`src/rtl/rebind_regs.vh`:
```
`ifndef REBIND_REGS_VH
`define REBIND_REGS_VH
// ==========================================================
// register offsets (byte addresses of the controller's own map)
`define RB_REG_CTRL 8'h00
`define RB_REG_SEL 8'h04
`define RB_REG_STATUS 8'h08
`define RB_REG_COUNT 8'h0C
`define RB_REG_ENTRY0 8'h10
// ==========================================================
// control bit positions
`define RB_CTRL_START 0
`define RB_CTRL_CLEAR 1
`define RB_CTRL_SLI 2
`define RB_CTRL_MULTI 3
// ==========================================================
// selector fields inside an entry word: port, type, index, channel id
`define RB_F_PORT_HI 31
`define RB_F_PORT_LO 24
`define RB_F_TYPE_HI 23
`define RB_F_TYPE_LO 16
`define RB_F_IDX_HI 15
`define RB_F_IDX_LO 8
`define RB_F_CHID_HI 7
`define RB_F_CHID_LO 0
// ==========================================================
// channel type codes
`define RB_CT_RESERVED 8'h00
`define RB_CT_DS_MULTI 8'h01
`define RB_CT_DS_LINKCTL 8'h02
`define RB_CT_DS_SINGLE 8'h03
`define RB_CT_US_BURST 8'h04
`define RB_CT_US_MULTI 8'h05
`define RB_CT_OOB1_FWD 8'h06
`define RB_CT_OOB1_RET 8'h07
`define RB_CT_OOB2_FWD 8'h08
`define RB_CT_OOB2_RET 8'h09
`define RB_CT_NB_FWD 8'h0A
`define RB_CT_NB_RET 8'h0B
`define RB_CT_SPECTRUM 8'h0C
`define RB_CT_PROBE 8'h0D
`define RB_CT_UNDEF15 8'h0F
`define RB_CT_RXMER 8'h0E
`define RB_CT_TIMING 8'h10
// ==========================================================
// pseudowire subtype codes (controller's own numbering)
`define RB_ST_PLAIN 4'h0
`define RB_ST_OOB2_FWD 4'h1
`define RB_ST_OOB2_RET 4'h2
`define RB_ST_SC_BWREQ 4'h3
`define RB_ST_ECHO 4'h4
`define RB_ST_ZBL 4'h5
`define RB_ST_SC_MAP 4'h6
`define RB_ST_SC_RNG 4'h7
`define RB_ST_MC_BWREQ 4'h8
`define RB_ST_MC_PROBE 4'h9
`define RB_ST_MC_RNG 4'hA
`define RB_ST_SPECMAN 4'hB
`define RB_ST_PLANT 4'hC
// ==========================================================
// attribute framing
`define RB_ATTR_TYPE 16'h0042
`define RB_ATTR_BASE_LEN 10'h008
`define RB_ENTRY_BYTES 10'h004
`endif

```
`src/rtl/rebind_codec.v`:
```
// How it works
// - first selector octet is an 8-bit port index, meaning set by type.
// - channel type is 8 bits; code zero reserved, never sent.
// - codes 1..5 are the downstream and upstream data channel kinds.
// - codes 6..11 are out-of-band and narrowband resources.
// - 12 spectrum, 13 probe, 14 error ratio, 16 timing; 15 undefined.
// - third selector octet is an 8-bit channel index within the type.
// - oob second forward, oob second return and spectrum types send index zero.
// - last octet is the channel id for multi-channel pseudowires.
// - single-channel pseudowires send channel id zero.
// - exactly one attribute is emitted per session request with a non-empty list.
// - multi-channel emits one entry per channel, no repeats; else one.
// - replicated entries may share channel id, one per destination.
// - five listed subtypes force channel index zero.
// - sc map and ranging subtypes copy the upstream sc channel selector.
// - mc request, probe and ranging copy the upstream mc channel selector.
// - spectrum management forces spectrum type, index zero; plant keeps spectrum with index zero, else copies base port and index.
// - value is two reserved octets then entries; length 8 + 4n.
// - selector is three octets: port, type, index in that order.
`timescale 1ns/100ps
`default_nettype none
`include "rebind_regs.vh"
module rebind_codec #(
   parameter DEPTH = 16,
   parameter AW = 4
) (
   input wire clk,
   input wire arst_n,
   input wire clk_en,
   input wire [7:0] reg_addr,
   input wire [31:0] reg_wdata,
   input wire reg_wr,
   input wire reg_rd,
   output reg [31:0] reg_rdata_ff,
   output wire msg_valid,
   input wire msg_ready,
   output reg [7:0] msg_byte_ff,
   output reg msg_first_ff,
   output reg msg_last_ff,
   output reg msg_sli_ff
);
   // ==========================================================
   // entry store and control registers
   reg [31:0] entry_mem [0:DEPTH-1];
   reg [AW:0] count_ff;
   reg [3:0] subtype_ff;
   reg multi_ff;
   reg sli_ff;
   reg [7:0] base_port_ff;
   reg [7:0] base_idx_ff;
   reg busy_ff;
   reg dup_err_ff;
   reg type_err_ff;
   reg empty_err_ff;
   reg sent_ff;

   localparam S_IDLE = 4'b0001;
   localparam S_HDR = 4'b0010;
   localparam S_BODY = 4'b0100;
   localparam S_DONE = 4'b1000;
   reg [3:0] state_ff;
   reg [3:0] nxt_state;
   reg [3:0] hdr_cnt_ff;
   reg [AW:0] ent_cnt_ff;
   reg [1:0] oct_cnt_ff;
   reg out_valid_ff;

   // legal code for the controller to emit
   function type_legal;
      input [7:0] t;
      begin
         type_legal = (t != `RB_CT_RESERVED) && (t <= `RB_CT_TIMING) &&
            (t != `RB_CT_UNDEF15);
      end
   endfunction

   // selector rewrite per subtype; the same decode shapes entry words
   // as they are stored on load and feeds the error checks on load
   function [31:0] shape;
      input [31:0] e;
      input [3:0] st;
      input multi;
      input [7:0] bport;
      input [7:0] bidx;
      reg [7:0] p;
      reg [7:0] t;
      reg [7:0] i;
      reg [7:0] c;
      begin
         p = e[`RB_F_PORT_HI:`RB_F_PORT_LO];
         t = e[`RB_F_TYPE_HI:`RB_F_TYPE_LO];
         i = e[`RB_F_IDX_HI:`RB_F_IDX_LO];
         c = e[`RB_F_CHID_HI:`RB_F_CHID_LO];
         case (st)
            `RB_ST_OOB2_FWD: begin
               t = `RB_CT_OOB2_FWD;
               i = 8'h00;
            end
            `RB_ST_OOB2_RET: begin
               t = `RB_CT_OOB2_RET;
               i = 8'h00;
            end
            `RB_ST_SC_BWREQ, `RB_ST_ECHO: begin
               if (st == `RB_ST_ECHO)
                  t = `RB_CT_US_MULTI;
               i = 8'h00;
            end
            `RB_ST_ZBL: begin
               t = `RB_CT_DS_MULTI;
               i = 8'h00;
            end
            `RB_ST_SC_MAP, `RB_ST_SC_RNG: begin
               p = bport;
               t = `RB_CT_US_BURST;
               i = bidx;
            end
            `RB_ST_MC_BWREQ, `RB_ST_MC_PROBE, `RB_ST_MC_RNG: begin
               p = bport;
               t = `RB_CT_US_MULTI;
               i = bidx;
            end
            `RB_ST_SPECMAN, `RB_ST_PLANT: begin
               if (st == `RB_ST_SPECMAN ||
                   t == `RB_CT_SPECTRUM) begin
                  t = `RB_CT_SPECTRUM;
                  i = 8'h00;
               end else begin
                  p = bport;
                  i = bidx;
               end
            end
            default: begin
               t = t;
            end
         endcase
         if (t == `RB_CT_OOB2_FWD || t == `RB_CT_OOB2_RET ||
             t == `RB_CT_SPECTRUM)
            i = 8'h00;
         if (!multi)
            c = 8'h00;
         shape = {p, t, i, c};
      end
   endfunction

   // ==========================================================
   // register port
   wire [31:0] ctrl_word;
   wire wr_ctrl;
   wire wr_entry;
   wire start_req;
   wire [AW:0] max_cnt;
   wire [31:0] shaped_w;
   reg dup_hit;
   integer k;

   assign wr_ctrl = reg_wr && reg_addr == `RB_REG_CTRL;
   assign wr_entry = reg_wr && reg_addr == `RB_REG_ENTRY0;
   assign start_req = wr_ctrl && reg_wdata[`RB_CTRL_START] && !busy_ff;
   assign max_cnt = DEPTH[AW:0];
   assign shaped_w = shape(reg_wdata, subtype_ff, multi_ff,
      base_port_ff, base_idx_ff);
   assign ctrl_word = {20'h00000, subtype_ff, 4'h0, multi_ff, sli_ff,
      1'b0, busy_ff};

   // a repeated selector in a multi-channel list would bind one channel
   // twice; replicated entries differ in selector so are not caught here
   always @* begin
      dup_hit = 1'b0;
      for (k = 0; k < DEPTH; k = k + 1) begin
         if (k < count_ff &&
             entry_mem[k][31:8] == shaped_w[31:8])
            dup_hit = 1'b1;
      end
   end

   always @(posedge clk or negedge arst_n) begin
      if (!arst_n) begin
         reg_rdata_ff <= 32'h00000000;
         count_ff <= {(AW+1){1'b0}};
         subtype_ff <= 4'h0;
         multi_ff <= 1'b0;
         sli_ff <= 1'b0;
         base_port_ff <= 8'h00;
         base_idx_ff <= 8'h00;
         dup_err_ff <= 1'b0;
         type_err_ff <= 1'b0;
         empty_err_ff <= 1'b0;
      end else if (clk_en) begin
         reg_rdata_ff <= 32'h00000000;
         if (reg_rd) begin
            case (reg_addr)
               `RB_REG_CTRL: reg_rdata_ff <= ctrl_word;
               `RB_REG_SEL: reg_rdata_ff <= {16'h0000, base_port_ff,
                  base_idx_ff};
               `RB_REG_STATUS: reg_rdata_ff <= {28'h0000000, sent_ff,
                  empty_err_ff, type_err_ff, dup_err_ff};
               `RB_REG_COUNT: reg_rdata_ff <= {{(31-AW){1'b0}}, count_ff};
               default: reg_rdata_ff <= 32'h00000000;
            endcase
         end
         if (wr_ctrl && !busy_ff) begin
            subtype_ff <= reg_wdata[11:8];
            multi_ff <= reg_wdata[`RB_CTRL_MULTI];
            sli_ff <= reg_wdata[`RB_CTRL_SLI];
            if (reg_wdata[`RB_CTRL_CLEAR]) begin
               count_ff <= {(AW+1){1'b0}};
               dup_err_ff <= 1'b0;
               type_err_ff <= 1'b0;
               empty_err_ff <= 1'b0;
            end
            if (reg_wdata[`RB_CTRL_START] && count_ff == 0)
               empty_err_ff <= 1'b1;
         end
         if (reg_wr && reg_addr == `RB_REG_SEL && !busy_ff) begin
            base_port_ff <= reg_wdata[15:8];
            base_idx_ff <= reg_wdata[7:0];
         end
         // a single-channel session keeps only one entry: later writes
         // overwrite it rather than growing the list
         if (wr_entry && !busy_ff) begin
            if (!type_legal(shaped_w[`RB_F_TYPE_HI:`RB_F_TYPE_LO]))
               type_err_ff <= 1'b1;
            else if (multi_ff && dup_hit)
               dup_err_ff <= 1'b1;
            else if (!multi_ff)
               count_ff <= {{AW{1'b0}}, 1'b1};
            else if (count_ff != max_cnt)
               count_ff <= count_ff + 1'b1;
         end
      end
   end

   always @(posedge clk) begin
      if (clk_en && wr_entry && !busy_ff &&
          type_legal(shaped_w[`RB_F_TYPE_HI:`RB_F_TYPE_LO])) begin
         if (!multi_ff)
            entry_mem[0] <= shaped_w;
         else if (!dup_hit && count_ff != max_cnt)
            entry_mem[count_ff[AW-1:0]] <= shaped_w;
      end
   end

   // ==========================================================
   // attribute emission: 8 header octets then 4 per entry
   wire [9:0] attr_len;
   wire [15:0] attr_type_w;
   wire adv;
   wire [31:0] cur_ent;
   reg [7:0] hdr_byte;
   assign attr_len = `RB_ATTR_BASE_LEN +
      {count_ff[AW:0], 2'b00};
   assign attr_type_w = `RB_ATTR_TYPE;
   assign msg_valid = out_valid_ff;
   assign adv = !out_valid_ff || msg_ready;
   assign cur_ent = entry_mem[ent_cnt_ff[AW-1:0]];

   always @* begin
      case (hdr_cnt_ff)
         4'h0: hdr_byte = {6'h00, attr_len[9:8]};
         4'h1: hdr_byte = attr_len[7:0];
         4'h2: hdr_byte = 8'h00;
         4'h3: hdr_byte = 8'h00;
         4'h4: hdr_byte = attr_type_w[15:8];
         4'h5: hdr_byte = attr_type_w[7:0];
         default: hdr_byte = 8'h00;
      endcase
   end

   always @* begin
      nxt_state = state_ff;
      case (state_ff)
         S_IDLE: if (start_req && count_ff != 0) nxt_state = S_HDR;
         S_HDR: if (adv && hdr_cnt_ff == 4'h7) nxt_state = S_BODY;
         S_BODY: if (adv && oct_cnt_ff == 2'h3 &&
            ent_cnt_ff == count_ff - 1'b1) nxt_state = S_DONE;
         S_DONE: if (adv) nxt_state = S_IDLE;
         default: nxt_state = S_IDLE;
      endcase
   end

   // one attribute per start with a non-empty list; the list is not cleared so the same list
   // can be resent in a link-info message to replace the remote copy
   always @(posedge clk or negedge arst_n) begin
      if (!arst_n) begin
         state_ff <= S_IDLE;
         hdr_cnt_ff <= 4'h0;
         ent_cnt_ff <= {(AW+1){1'b0}};
         oct_cnt_ff <= 2'h0;
         out_valid_ff <= 1'b0;
         msg_byte_ff <= 8'h00;
         msg_first_ff <= 1'b0;
         msg_last_ff <= 1'b0;
         msg_sli_ff <= 1'b0;
         busy_ff <= 1'b0;
         sent_ff <= 1'b0;
      end else if (clk_en) begin
         state_ff <= nxt_state;
         if (start_req && count_ff != 0) begin
            busy_ff <= 1'b1;
            sent_ff <= 1'b0;
            msg_sli_ff <= sli_ff;
            hdr_cnt_ff <= 4'h0;
            ent_cnt_ff <= {(AW+1){1'b0}};
            oct_cnt_ff <= 2'h0;
         end
         if (adv) begin
            out_valid_ff <= 1'b0;
            msg_first_ff <= 1'b0;
            msg_last_ff <= 1'b0;
            case (state_ff)
               S_HDR: begin
                  out_valid_ff <= 1'b1;
                  msg_byte_ff <= hdr_byte;
                  msg_first_ff <= hdr_cnt_ff == 4'h0;
                  hdr_cnt_ff <= hdr_cnt_ff + 4'h1;
               end
               S_BODY: begin
                  out_valid_ff <= 1'b1;
                  msg_byte_ff <= cur_ent[{~oct_cnt_ff, 3'b000} +: 8];
                  msg_last_ff <= oct_cnt_ff == 2'h3 &&
                     ent_cnt_ff == count_ff - 1'b1;
                  oct_cnt_ff <= oct_cnt_ff + 2'h1;
                  if (oct_cnt_ff == 2'h3)
                     ent_cnt_ff <= ent_cnt_ff + 1'b1;
               end
               S_DONE: begin
                  busy_ff <= 1'b0;
                  sent_ff <= 1'b1;
               end
               default: begin
                  out_valid_ff <= 1'b0;
               end
            endcase
         end
      end
   end
endmodule
`default_nettype wire

```
`config.mk`:
```
export PLATFORM = sky130hd
export DESIGN_NAME = rebind_codec
export DESIGN_NICKNAME = d
export VERILOG_FILES = /design/src/rtl/rebind_codec.v
export VERILOG_INCLUDE_DIRS = /design/src /design/src/rtl
export SDC_FILE = /design/constraint.sdc
export NUM_CORES = 1
export LEC_CHECK = 0
export BUFFER_PORTS_ARGS = -buffer_cell sky130_fd_sc_hd__buf_2
export CAP_MARGIN = 20
export CORE_ASPECT_RATIO = 1.25
export CORE_MARGIN = 2
export CORE_UTILIZATION = 35
export DETAILED_ROUTE_END_ITERATION = 16
export SLEW_MARGIN = 20
export SYNTH_ARGS = -nofsm -noshare
export SYNTH_HDL_FRONTEND = slang
export SYNTH_SLANG_ARGS = --single-unit
```
`constraint.sdc`:
```
create_clock -name clk -period 15.4 [get_ports clk]
set_clock_uncertainty 0.1 [all_clocks]
set_input_delay 2.31 -clock clk [delete_from_list [all_inputs] [get_ports clk]]
set_output_delay 2.31 -clock clk [all_outputs]
set_load 0.05 [all_outputs]
```
* Yosys cells after proc, flatten, opt, wreduce, memory -nomap -nowiden
Memories as Yosys holds them, arrays and structs flattened. Index checks and enable logic that the tools add are counted.
Cells by class: add/subtract/negate cells 6, $lt $le $gt $ge 17, equality and inequality tests 51, shift-type cells 1, muxes and demuxes 81, bitwise operators 1, reduce and logical (&&, ||, !) cells 66
Operators by type and width (number):
- 24-bit equality test | 16
- 16-bit one-hot mux with 4 select lines | 1
- 8-bit one-hot mux with 7 select lines | 1
- 5-bit 2-to-1 mux | 11
- 8-bit by 4-bit equality test with 1-bit output, second input constant | 6
- 8-bit 2-to-1 mux | 6
- 8-bit one-hot mux with 3 select lines | 2
- 1-bit 2-to-1 mux | 44
- 4-bit by 5-bit < comparator with 1-bit output, first input constant | 8
- 1-bit logical AND | 37
- 32-bit 2-to-1 mux | 1
- 4-bit 2-to-1 mux | 8
- 8-bit one-hot mux with 2 select lines | 2
- 32-bit OR reduction | 1
- 32-bit by 6-bit indexed part select with 8-bit output | 1
- 4-bit by 3-bit equality test with 1-bit output, second input constant | 7
- 4-bit equality test, second input constant | 6
- 3-bit by 5-bit < comparator with 1-bit output, first input constant | 4
- 16-bit 2-to-1 mux | 1
- 4-bit one-hot mux with 4 select lines | 1
- 4-bit by 1-bit equality test with 1-bit output, second input constant | 3
- 4-bit by 2-bit equality test with 1-bit output, second input constant | 3
- 5-bit by 1-bit adder with 5-bit output, second input constant | 2
- 1-bit by 5-bit < comparator with 1-bit output, first input constant | 2
- 29 further kinds | 49
Word-level totals: flip-flop bits (word level) 91, memory bits (writable) 512, input port bits 46, output and inout bits 44, word-level logic and storage cells 245, memories 1
Memory list:
- entry_mem | words 16, width 32, rd ports 17, clocked after Yosys merged registers in 0, wr ports 1, RTL line rebind_codec.v:44 | reg [31:0] entry_mem [0:DEPTH-1];

* Longest topological paths before layout
Gate-level depths: netlist (run 1).
word-level depth 34, gate-level depth with buffers 17, mapped depth without buffers 14

* Least setup slack after synthesis (run 1)
OpenSTA, ideal clock, no wires.
kind input port to flip-flop, start input port reg_wdata[20], end memory entry_mem[1][0], enable pin, setup time 0.502 ns, arrival time 8.255 ns, setup slack 6.543 ns, stages 12, path buffers 1, cell sequence buf_2 > or4_4 > o211a_1 > a221oi_4 > nor2_1 > a311o_1 > o21ai_0 > nor4_1 > a2111o_1 > nor3_2 > nand2_1 > nor4_1
Between the ends: word-level cells in the longest chain between the ends 34
Ends and longest elaborated chain:
- from (decl) | RTL line rebind_codec.v:31 | input wire [31:0] reg_wdata,
- 8-bit by 4-bit equality test with 1-bit output (no line)
- 1-bit logical OR (no line)
- 8-bit 2-to-1 mux | RTL line rebind_codec.v:123 | if (st == `RB_ST_SPECMAN ||
- 8-bit one-hot mux with 7 select lines | RTL line rebind_codec.v:94 | case (st)
- 8-bit by 4-bit equality test with 1-bit output (no line)
- 1-bit logical OR (no line) (2 in series)
- 8-bit 2-to-1 mux * | RTL line rebind_codec.v:136 | if (t == `RB_CT_OOB2_FWD || t == `RB_CT_OOB2_RET ||
- via shaped_w[14] | RTL line rebind_codec.v:152 | wire [31:0] shaped_w;
- [... 18 more ...]
- 1-bit logical NOT * | RTL line rebind_codec.v:238 | else if (!dup_hit && count_ff != max_cnt)
- 1-bit logical AND * | RTL line rebind_codec.v:238
- 1-bit 2-to-1 mux * | RTL line rebind_codec.v:238
- 1-bit 2-to-1 mux * | RTL line rebind_codec.v:236 | if (!multi_ff)
- 1-bit 2-to-1 mux * | RTL line rebind_codec.v:234 | if (clk_en && wr_entry && !busy_ff &&
- 1-bit 2-to-1 mux (implied by the code) * | RTL line rebind_codec.v:239 | entry_mem[count_ff[AW-1:0]] <= shaped_w;
- 32-bit OR reduction (no line)
- 4-bit 2-to-1 mux (no line) or 1-bit 2-to-1 mux (tied branches)
- to (decl) | RTL line rebind_codec.v:44
Mark *: on every way through the listed nets, which the timed path passes. The rest lies on a longest branch.

* Final worst setup path (run 1)
start input port reg_wdata[20], end memory entry_mem[8][30], enable pin
Same word-level chain as after synthesis.

==> results of run 1 <==
-- worst max path at each step --
stage | to | slack, ns | cells after the start
floorplan | entry_mem[1][0] | 6.54 | 12
detailed placement | entry_mem[8][29] | 6.42 | 15
finish | entry_mem[8][30] | 6.85 | 15
CTS | entry_mem[8][30] | 7.02 | 15
global placement | entry_mem[8][30] | 6.47 | 15
global route | entry_mem[8][22] | 6.53 | 15
-- power breakdown --
part,total [W],internal [W],switching (W)
Combinational,0.000297,0.0000801,0.000217
Clock,0.00145,0.000775,0.000674
Sequential,0.00175,0.00174,0.00000870
-- critical path: cells and delay by family --
family / cells / cell delay [ns]
AO/OA/AOI/OAI: 6 / 2.30
AND/OR/NAND/NOR: 6 / 2.78
buffers and inverters: 3 / 1.18
-- cell families (layout without fill, tap and decap cells) --
kind of cell | count (synthesis) | count (layout) | synth area share, %
DFF | 587 | 587 | 54.4
AOI/OAI and AO/OA | 552 | 552 | 12.9
and+or+nand+nor | 491 | 491 | 8.49
buffers and inverters | 241 | 307 | 3.62
xor gates and xnor gates | 235 | 235 | 6.49
muxes | 212 | 212 | 13.6
adders and majority gates | 12 | 12 | 0.473
other | 1 | 20 | 0.0118
-- cells in the mapped netlist (all sizes together), types with 11 or more instances --
| cell | count |
|---|---|
| xnor2 | 124 |
| or4 | 12 |
| a2111oi | 14 |
| a22o | 17 |
| dfrtp | 74 |
| o22ai | 40 |
| nor2 | 97 |
| a211oi | 15 |
| a2bb2oi | 21 |
| nand2 | 99 |
| clkbuf | 68 |
| a21oi | 81 |
| o32ai | 15 |
| edfxtp | 512 |
| nand4 | 31 |
| and2 | 21 |
| a222oi | 12 |
| nor4b | 21 |
| xor2 | 111 |
| a22oi | 24 |
| o2111ai | 11 |
| a31oi | 44 |
| nor2b | 14 |
| o2bb2ai | 18 |
| nor3 | 37 |
| nand3 | 49 |
| o21ai | 98 |
| ha | 12 |
| a221oi | 27 |
| buf | 111 |
| mux2 | 33 |
| mux4 | 171 |
| inv | 55 |
| nor4 | 48 |
| o211ai | 11 |
| a221o | 12 |
-- stage by stage --
| step | cells | total power, W |
|---|---|---|
| 3_3_place_gp | 3489 | 0.00206 |
| 3_5_place_dp | 3489 | 0.00206 |
| 5_1_grt | 3599 | 0.00357 |
| 6_report | 3603 | 0.00349 |
| 2_1_floorplan | 2346 | 0.00195 |
| 4_1_cts | 3598 | 0.00349 |
-- flip-flops by register name, indices dropped and copies added (netlist names), 2 cells and up --
name	flops
entry_mem	512
base_idx_ff	8
reg_rdata_ff	16
subtype_ff	4
base_port_ff	8
hdr_cnt_ff	4
ent_cnt_ff	5
oct_cnt_ff	2
count_ff	5
msg_byte_ff	8
state_ff	4
-- layout by cell type (no fill, tap or decap), types with 12 or more instances in the layout --
| cell type | n |
|---|---|
| and2_1 | 20 |
| dfrtp_1 | 70 |
| clkbuf_16 | 59 |
| nand4_1 | 31 |
| a211oi_1 | 15 |
| mux4_2 | 171 |
| nand3_1 | 45 |
| a31oi_1 | 43 |
| a222oi_1 | 12 |
| o22ai_1 | 39 |
| mux2_2 | 33 |
| buf_2 | 72 |
| o2bb2ai_1 | 17 |
| xor2_1 | 111 |
| a221oi_1 | 23 |
| o21ai_0 | 89 |
| a22o_1 | 17 |
| nor2_1 | 82 |
| a21oi_1 | 78 |
| xnor2_1 | 124 |
| ha_1 | 12 |
| a2bb2oi_1 | 12 |
| inv_1 | 49 |
| buf_4 | 64 |
| a22oi_1 | 24 |
| edfxtp_1 | 512 |
| nor4b_1 | 20 |
| nor3_1 | 32 |
| nand2_1 | 97 |
| a221o_1 | 12 |
| conb_1 | 16 |
| nor4_1 | 42 |
| o32ai_1 | 15 |
| clkinv_1 | 22 |
| nor2b_1 | 14 |
-- routing by layer --
layer | GRT usage [%] | vias to the layer above
met5 | 0 | -
met4 | 21.3 | 8
met3 | 6.18 | 465
met2 | 44.1 | 1808
met1 | 34.6 | 12200
li1 | - | 9421
-- layout make-up --
cell class,instances,share of cell area [%]
diodes,4,0.0283
clock buffers,67,4.27
clock inverters,42,1.04
inverters,62,0.666
multi-input cells,1518,38.5
flip-flops and latches,587,48.9
well taps,1187,4.21
repair buffers,136,2.38
==> flow_summary.toml, run 1 <==
[detailed_routing]
viasPerCell = 6.63
wl_met3_um = 13300
wl_met1_um = 46800
drt.antenna.violating_nets = 0
routedWlPerCell_um = 37.1
drt_iter0_drc = 3868
via_count = 23900
drtPass1Iterations = 7
remaining_drc_errors = 0
highest_layer = "met5"
routed_wirelength_um = 134000
wl_met2_um = 61200

[pwr]
total_leakage_power_nw = 11.5
peakVddDrop_mv = 0.0918
power.density_nw_per_um2 = 98.9

[synthesis]
syn_area_um2 = 31700
synth-edff-count = 512
async_reset_ff_share_pct = 12.8
ys_seq_area_share_pct = 54.4
yosysWarnings = 0
ys_ff_latch = 587
ys_top_cells_by_area = "edfxtp_1, mux4_2, dfrtp_1, xnor2_1, xor2_1"
synthDistinctLibCells = 105
synth.largest_area_cell = "edfxtp_1"
synth_top_area_share_pct = 48.5
netlist_instances = 2331
syn_avg_cell_area_um2 = 13.6
ys.flop_type = "edfxtp_1"

[placement]
port_buffers = 73
hpwl_um = 94400
place_area_um2 = 33400
place.gp.congestion = 1.07
post-place-ws_ns = 6.42

[floorplanning]
fp.dieH_um = 341
ioPinCount = 90
dieArea_um2 = 93000
rows = 123
initial_core_util_pct = 35.3
die_w_um = 273
core_area_um2 = 89900

[setup_path]
cp-end-kind = "flip-flop"
r2r_end = "entry_mem[8][30]"
arrival_ns = 8.72
crit_fanout = 61
critical_path_required_ns = 15.57
reg2reg_depth = 15
timing.rr.start = "subtype_ff[3]"
worstPathCellList = "buf_2 > nor4_2 > a21boi_4 > o22ai_2 > buf_4 > o311a_4 > nor2_1 > a311o_1 > o21ai_0 > nor4_1 > a2111o_1 > nor3_2 > nand4_1 > nor3_2 > buf_4"
slowest_delay_ns = 0.74
crit_path_start = "reg_wdata[20]"
r2r_slack_ns = 7.80
path_class = "primary input to flip-flop"
critPathSlowestCell = "nor3_2"
cp-start-kind = "primary input"

[timing]
setup_ws_ns = 6.85
relSlewSlack_pct = 13.9
hold_viol = 0
final-setup-viol-count = 0
slew_viol_final = 0
setup_tns_ns = 0
rsz0062_at_grt = "no"
period_share_pct = 55.5
worstMarginPinSlew_ns = 1.28
fmax_mhz = 117
finalCriticalPeriod_ns = 8.55
timing.hold.ws_ns = 0.382

[clock_tree]
ctsHoldBuffers = 0
cts_tree = "done"
cts_setup_buffers = 0
ctsRootBufferMaster = "clkbuf_16"
cts_inserted_buffers = 59
clock_sinks = 587
clk-insertion-delay-late_ns = 0.68
cts-htree-levels = 2
cts_resized = 0
cts.reportedPaths.clkPinSlew_ns = 0.07
clockBufferDepth = 3

[cells_and_area]
drive_gt1_share_pct = 21.3
post-route-util_pct = 39.3
stdcell_area_um2 = 35300
fill_cells = 8431
syn_to_final_growth_pct = 11.4
nets = 2422
register_area_um2 = 17300
multi_input_area_um2 = 13600

[global_routing]
grt.total_usage_pct = 28.4
grt_max_degree = 76
grt_pass1_wl_um = 186000
overflow = 0
antenna_found_initial = 6
grt_pass1_vias = 23000

[job]
cap_violations = 0

[hold_path]
min_to = "msg_first_ff"
hp-class = "flip-flop to flip-flop"
whs_path_depth = 2
min_from = "msg_first_ff"

[status]
status = "completed"
Power figures use the tool's default switching activity.
==> inputs of run 2 (changes only) <==
ABC_AREA = 1   (was not set)
clock period = 7.1 ns   (was 15.4 ns; I/O delays follow)
==> flow_summary.toml, run 2 <==
[status]
status = "completed"

[timing]
worstMarginPinSlew_ns = 1.10
final-setup-viol-count = 0
setup_tns_ns = 0
rsz0062_at_grt = "no"
hold_viol = 0
fmax_mhz = 156
relSlewSlack_pct = 26.6
timing.hold.ws_ns = 0.134
period_share_pct = 90.5
slew_viol_final = 0
setup_ws_ns = 0.676
finalCriticalPeriod_ns = 6.42

[global_routing]
grt_max_degree = 194
antenna_found_initial = 7
grt_pass1_wl_um = 179000
grt_pass1_vias = 25800
grt.total_usage_pct = 26.3
overflow = 0

[synthesis]
ys.flop_type = "edfxtp_1"
yosysWarnings = 0
synth_top_area_share_pct = 48.3
syn_avg_cell_area_um2 = 8.63
synth-edff-count = 512
synth.largest_area_cell = "edfxtp_1"
ys_seq_area_share_pct = 54.2
yosysMostFrequentCell = "nand2_1"
netlist_instances = 3689
synth_common_cells = "nand2_1, edfxtp_1, nor2_1"
async_reset_ff_share_pct = 12.8
ys_top_cells_by_area = "edfxtp_1, nand2_1, dfrtp_1, o21ai_0, nor2_1"
synthDistinctLibCells = 58
ys_ff_latch = 587
syn_area_um2 = 31800

[clock_tree]
cts_inserted_buffers = 58
clock_sinks = 587
ctsRootBufferMaster = "clkbuf_16"
clk-insertion-delay-late_ns = 0.66
clockBufferDepth = 3
cts-htree-levels = 2
cts.reportedPaths.clkPinSlew_ns = 0.06
cts_resized = 0
cts_tree = "done"
ctsHoldBuffers = 0
cts_setup_buffers = 0

[floorplanning]
die_w_um = 274
ioPinCount = 90
dieArea_um2 = 93400
rows = 123
fp.dieH_um = 341
initial_core_util_pct = 35.4
core_area_um2 = 90000

[cells_and_area]
multi_input_area_um2 = 12400
stdcell_area_um2 = 35700
regMostFlops = "entry_mem"
antenna_cells = 0
syn_to_final_growth_pct = 12.0
layout_common_cells = "nand2_1, edfxtp_1, inv_1, nor2_1, o21ai_0"
fill_cells = 9017
largestRegisters = "entry_mem x512, reg_rdata_ff x16"
largest_reg_flops = 512
final_common_cell = "nand2_1"
register_area_um2 = 17300
nets = 3814
drive_gt1_share_pct = 9.79

[setup_path]
reg2reg_depth = 22
critical_path_required_ns = 7.33
path_class = "flip-flop to flip-flop"
timing.rr.start = "subtype_ff[2]"
crit_fanout = 23
cp-end-kind = "flip-flop"
cp-start-kind = "flip-flop"
r2r_slack_ns = 0.68
r2r_end = "entry_mem[7][22]"
arrival_ns = 6.65

[pwr]
power.density_nw_per_um2 = 297
p_total_w = 0.0106
peakVddDrop_mv = 0.287
total_leakage_power_nw = 14.8

[detailed_routing]
remaining_drc_errors = 0
viasPerCell = 5.53
drtPass1Iterations = 8
drt_iter0_drc = 3443
via_count = 27600
drt.antenna.violating_nets = 0
routedWlPerCell_um = 25.2
routed_wirelength_um = 125000

[placement]
post-place-ws_ns = 0.146
port_buffers = 73
place.gp.congestion = 0.982
hpwl_um = 88000
place_area_um2 = 33900

[job]
cap_violations = 0

[hold_path]
hp-class = "primary input to async pin"
==> run 2: cell types whose count changed in the layout (fill, tap and decap cells not counted), sizes merged, moves of 35 or more <==
cell / previous run / this run
inv: 59 / 386
nor2: 97 / 380
nand3b: 0 / 61
nor4: 48 / 7
mux4: 171 / 0
xor2: 111 / 46
o21ai: 98 / 369
a31oi: 44 / 9
nand3: 49 / 281
a21oi: 81 / 148
xnor2: 124 / 22
buf: 136 / 188
nand2: 99 / 954
==> run 2: cell families (layout without fill, tap and decap cells) <==
family	count (synthesis)	after routing	synth area share, %
AOI/OAI and AO/OA	670	670	11.9
xor gates and xnor gates	68	68	1.87
adders and majority gates	12	12	0.472
buffers and inverters	587	681	7.57
DFF	587	587	54.2
muxes	4	4	0.142
other	1	16	0.0118
and+or+nand+nor	1760	1760	23.8
==> run 2: power breakdown <==
group	total, W	switching [W]	internal (W)
registers	0.00401	0.000167	0.00384
clock network	0.00299	0.00140	0.00160
logic	0.00358	0.00268	0.000906
total	0.0106	0.00424	0.00634
==> run 2: worst max path at each step <==
| stage | from | endpoint |
|---|---|---|
| 2_1_floorplan | reg_wdata[23] | entry_mem[15][0] |
| 3_3_place_gp | reg_wdata[22] | entry_mem[7][20] |
| 3_5_place_dp | reg_wdata[22] | entry_mem[7][16] |
| 4_1_cts | reg_wdata[22] | entry_mem[7][22] |
| 5_1_grt | reg_wdata[22] | entry_mem[7][22] |
| 6_report | subtype_ff[2] | entry_mem[7][22] |
==> run 2: critical path, stage by stage, from the launching register on <==
cell and delay (ns):
dfrtp_1 0.46, inv_2 0.09, nand2_1 0.09, inv_2 0.07, a21oi_4 0.34, nand2_2 0.40, nand3_1 0.63, nand2_1 0.15
buf_4 0.28, o21ai_0 0.58, nor2_1 0.08, nand2_1 0.11, nor2_1 0.05, nand3_1 0.09, nor2_1 0.09, nand2_1 0.07
nand2_1 0.08, nand2_1 0.08, nand3_1 0.21, nor3_4 0.38, nand4_1 0.38, nor2_4 0.76, buf_4 0.44
==> run 2: layout make-up <==
cell class | count | share of cell area (%)
clock inverters | 25 | 0.533
well taps | 1187 | 4.17
multi-input cells | 2530 | 34.7
clock buffers | 77 | 4.41
inverters | 391 | 4.13
flip-flops and latches | 587 | 48.4
repair buffers | 188 | 3.67
==> run 2: stage by stage <==
stage / util (%) / cells
final: 39.6 / 4985
after global routing: 39.6 / 4985
after CTS: 39.6 / 4984
after detailed placement: 37.6 / 4882
after global placement: 37.6 / 4882
after floorplan: - / 3704
==> run 2: per-layer routing <==
metal | vias up | GRT usage [%] | part of all wire, % | wire (µm)
met5 | - | 0 | 0.050 | 63
met4 | 10 | 15.7 | 6.9 | 8670
met3 | 357 | 4.09 | 8.9 | 11100
met2 | 1515 | 42.9 | 46 | 58300
met1 | 13100 | 32.9 | 38 | 47300
li1 | 12600 | - | - | -
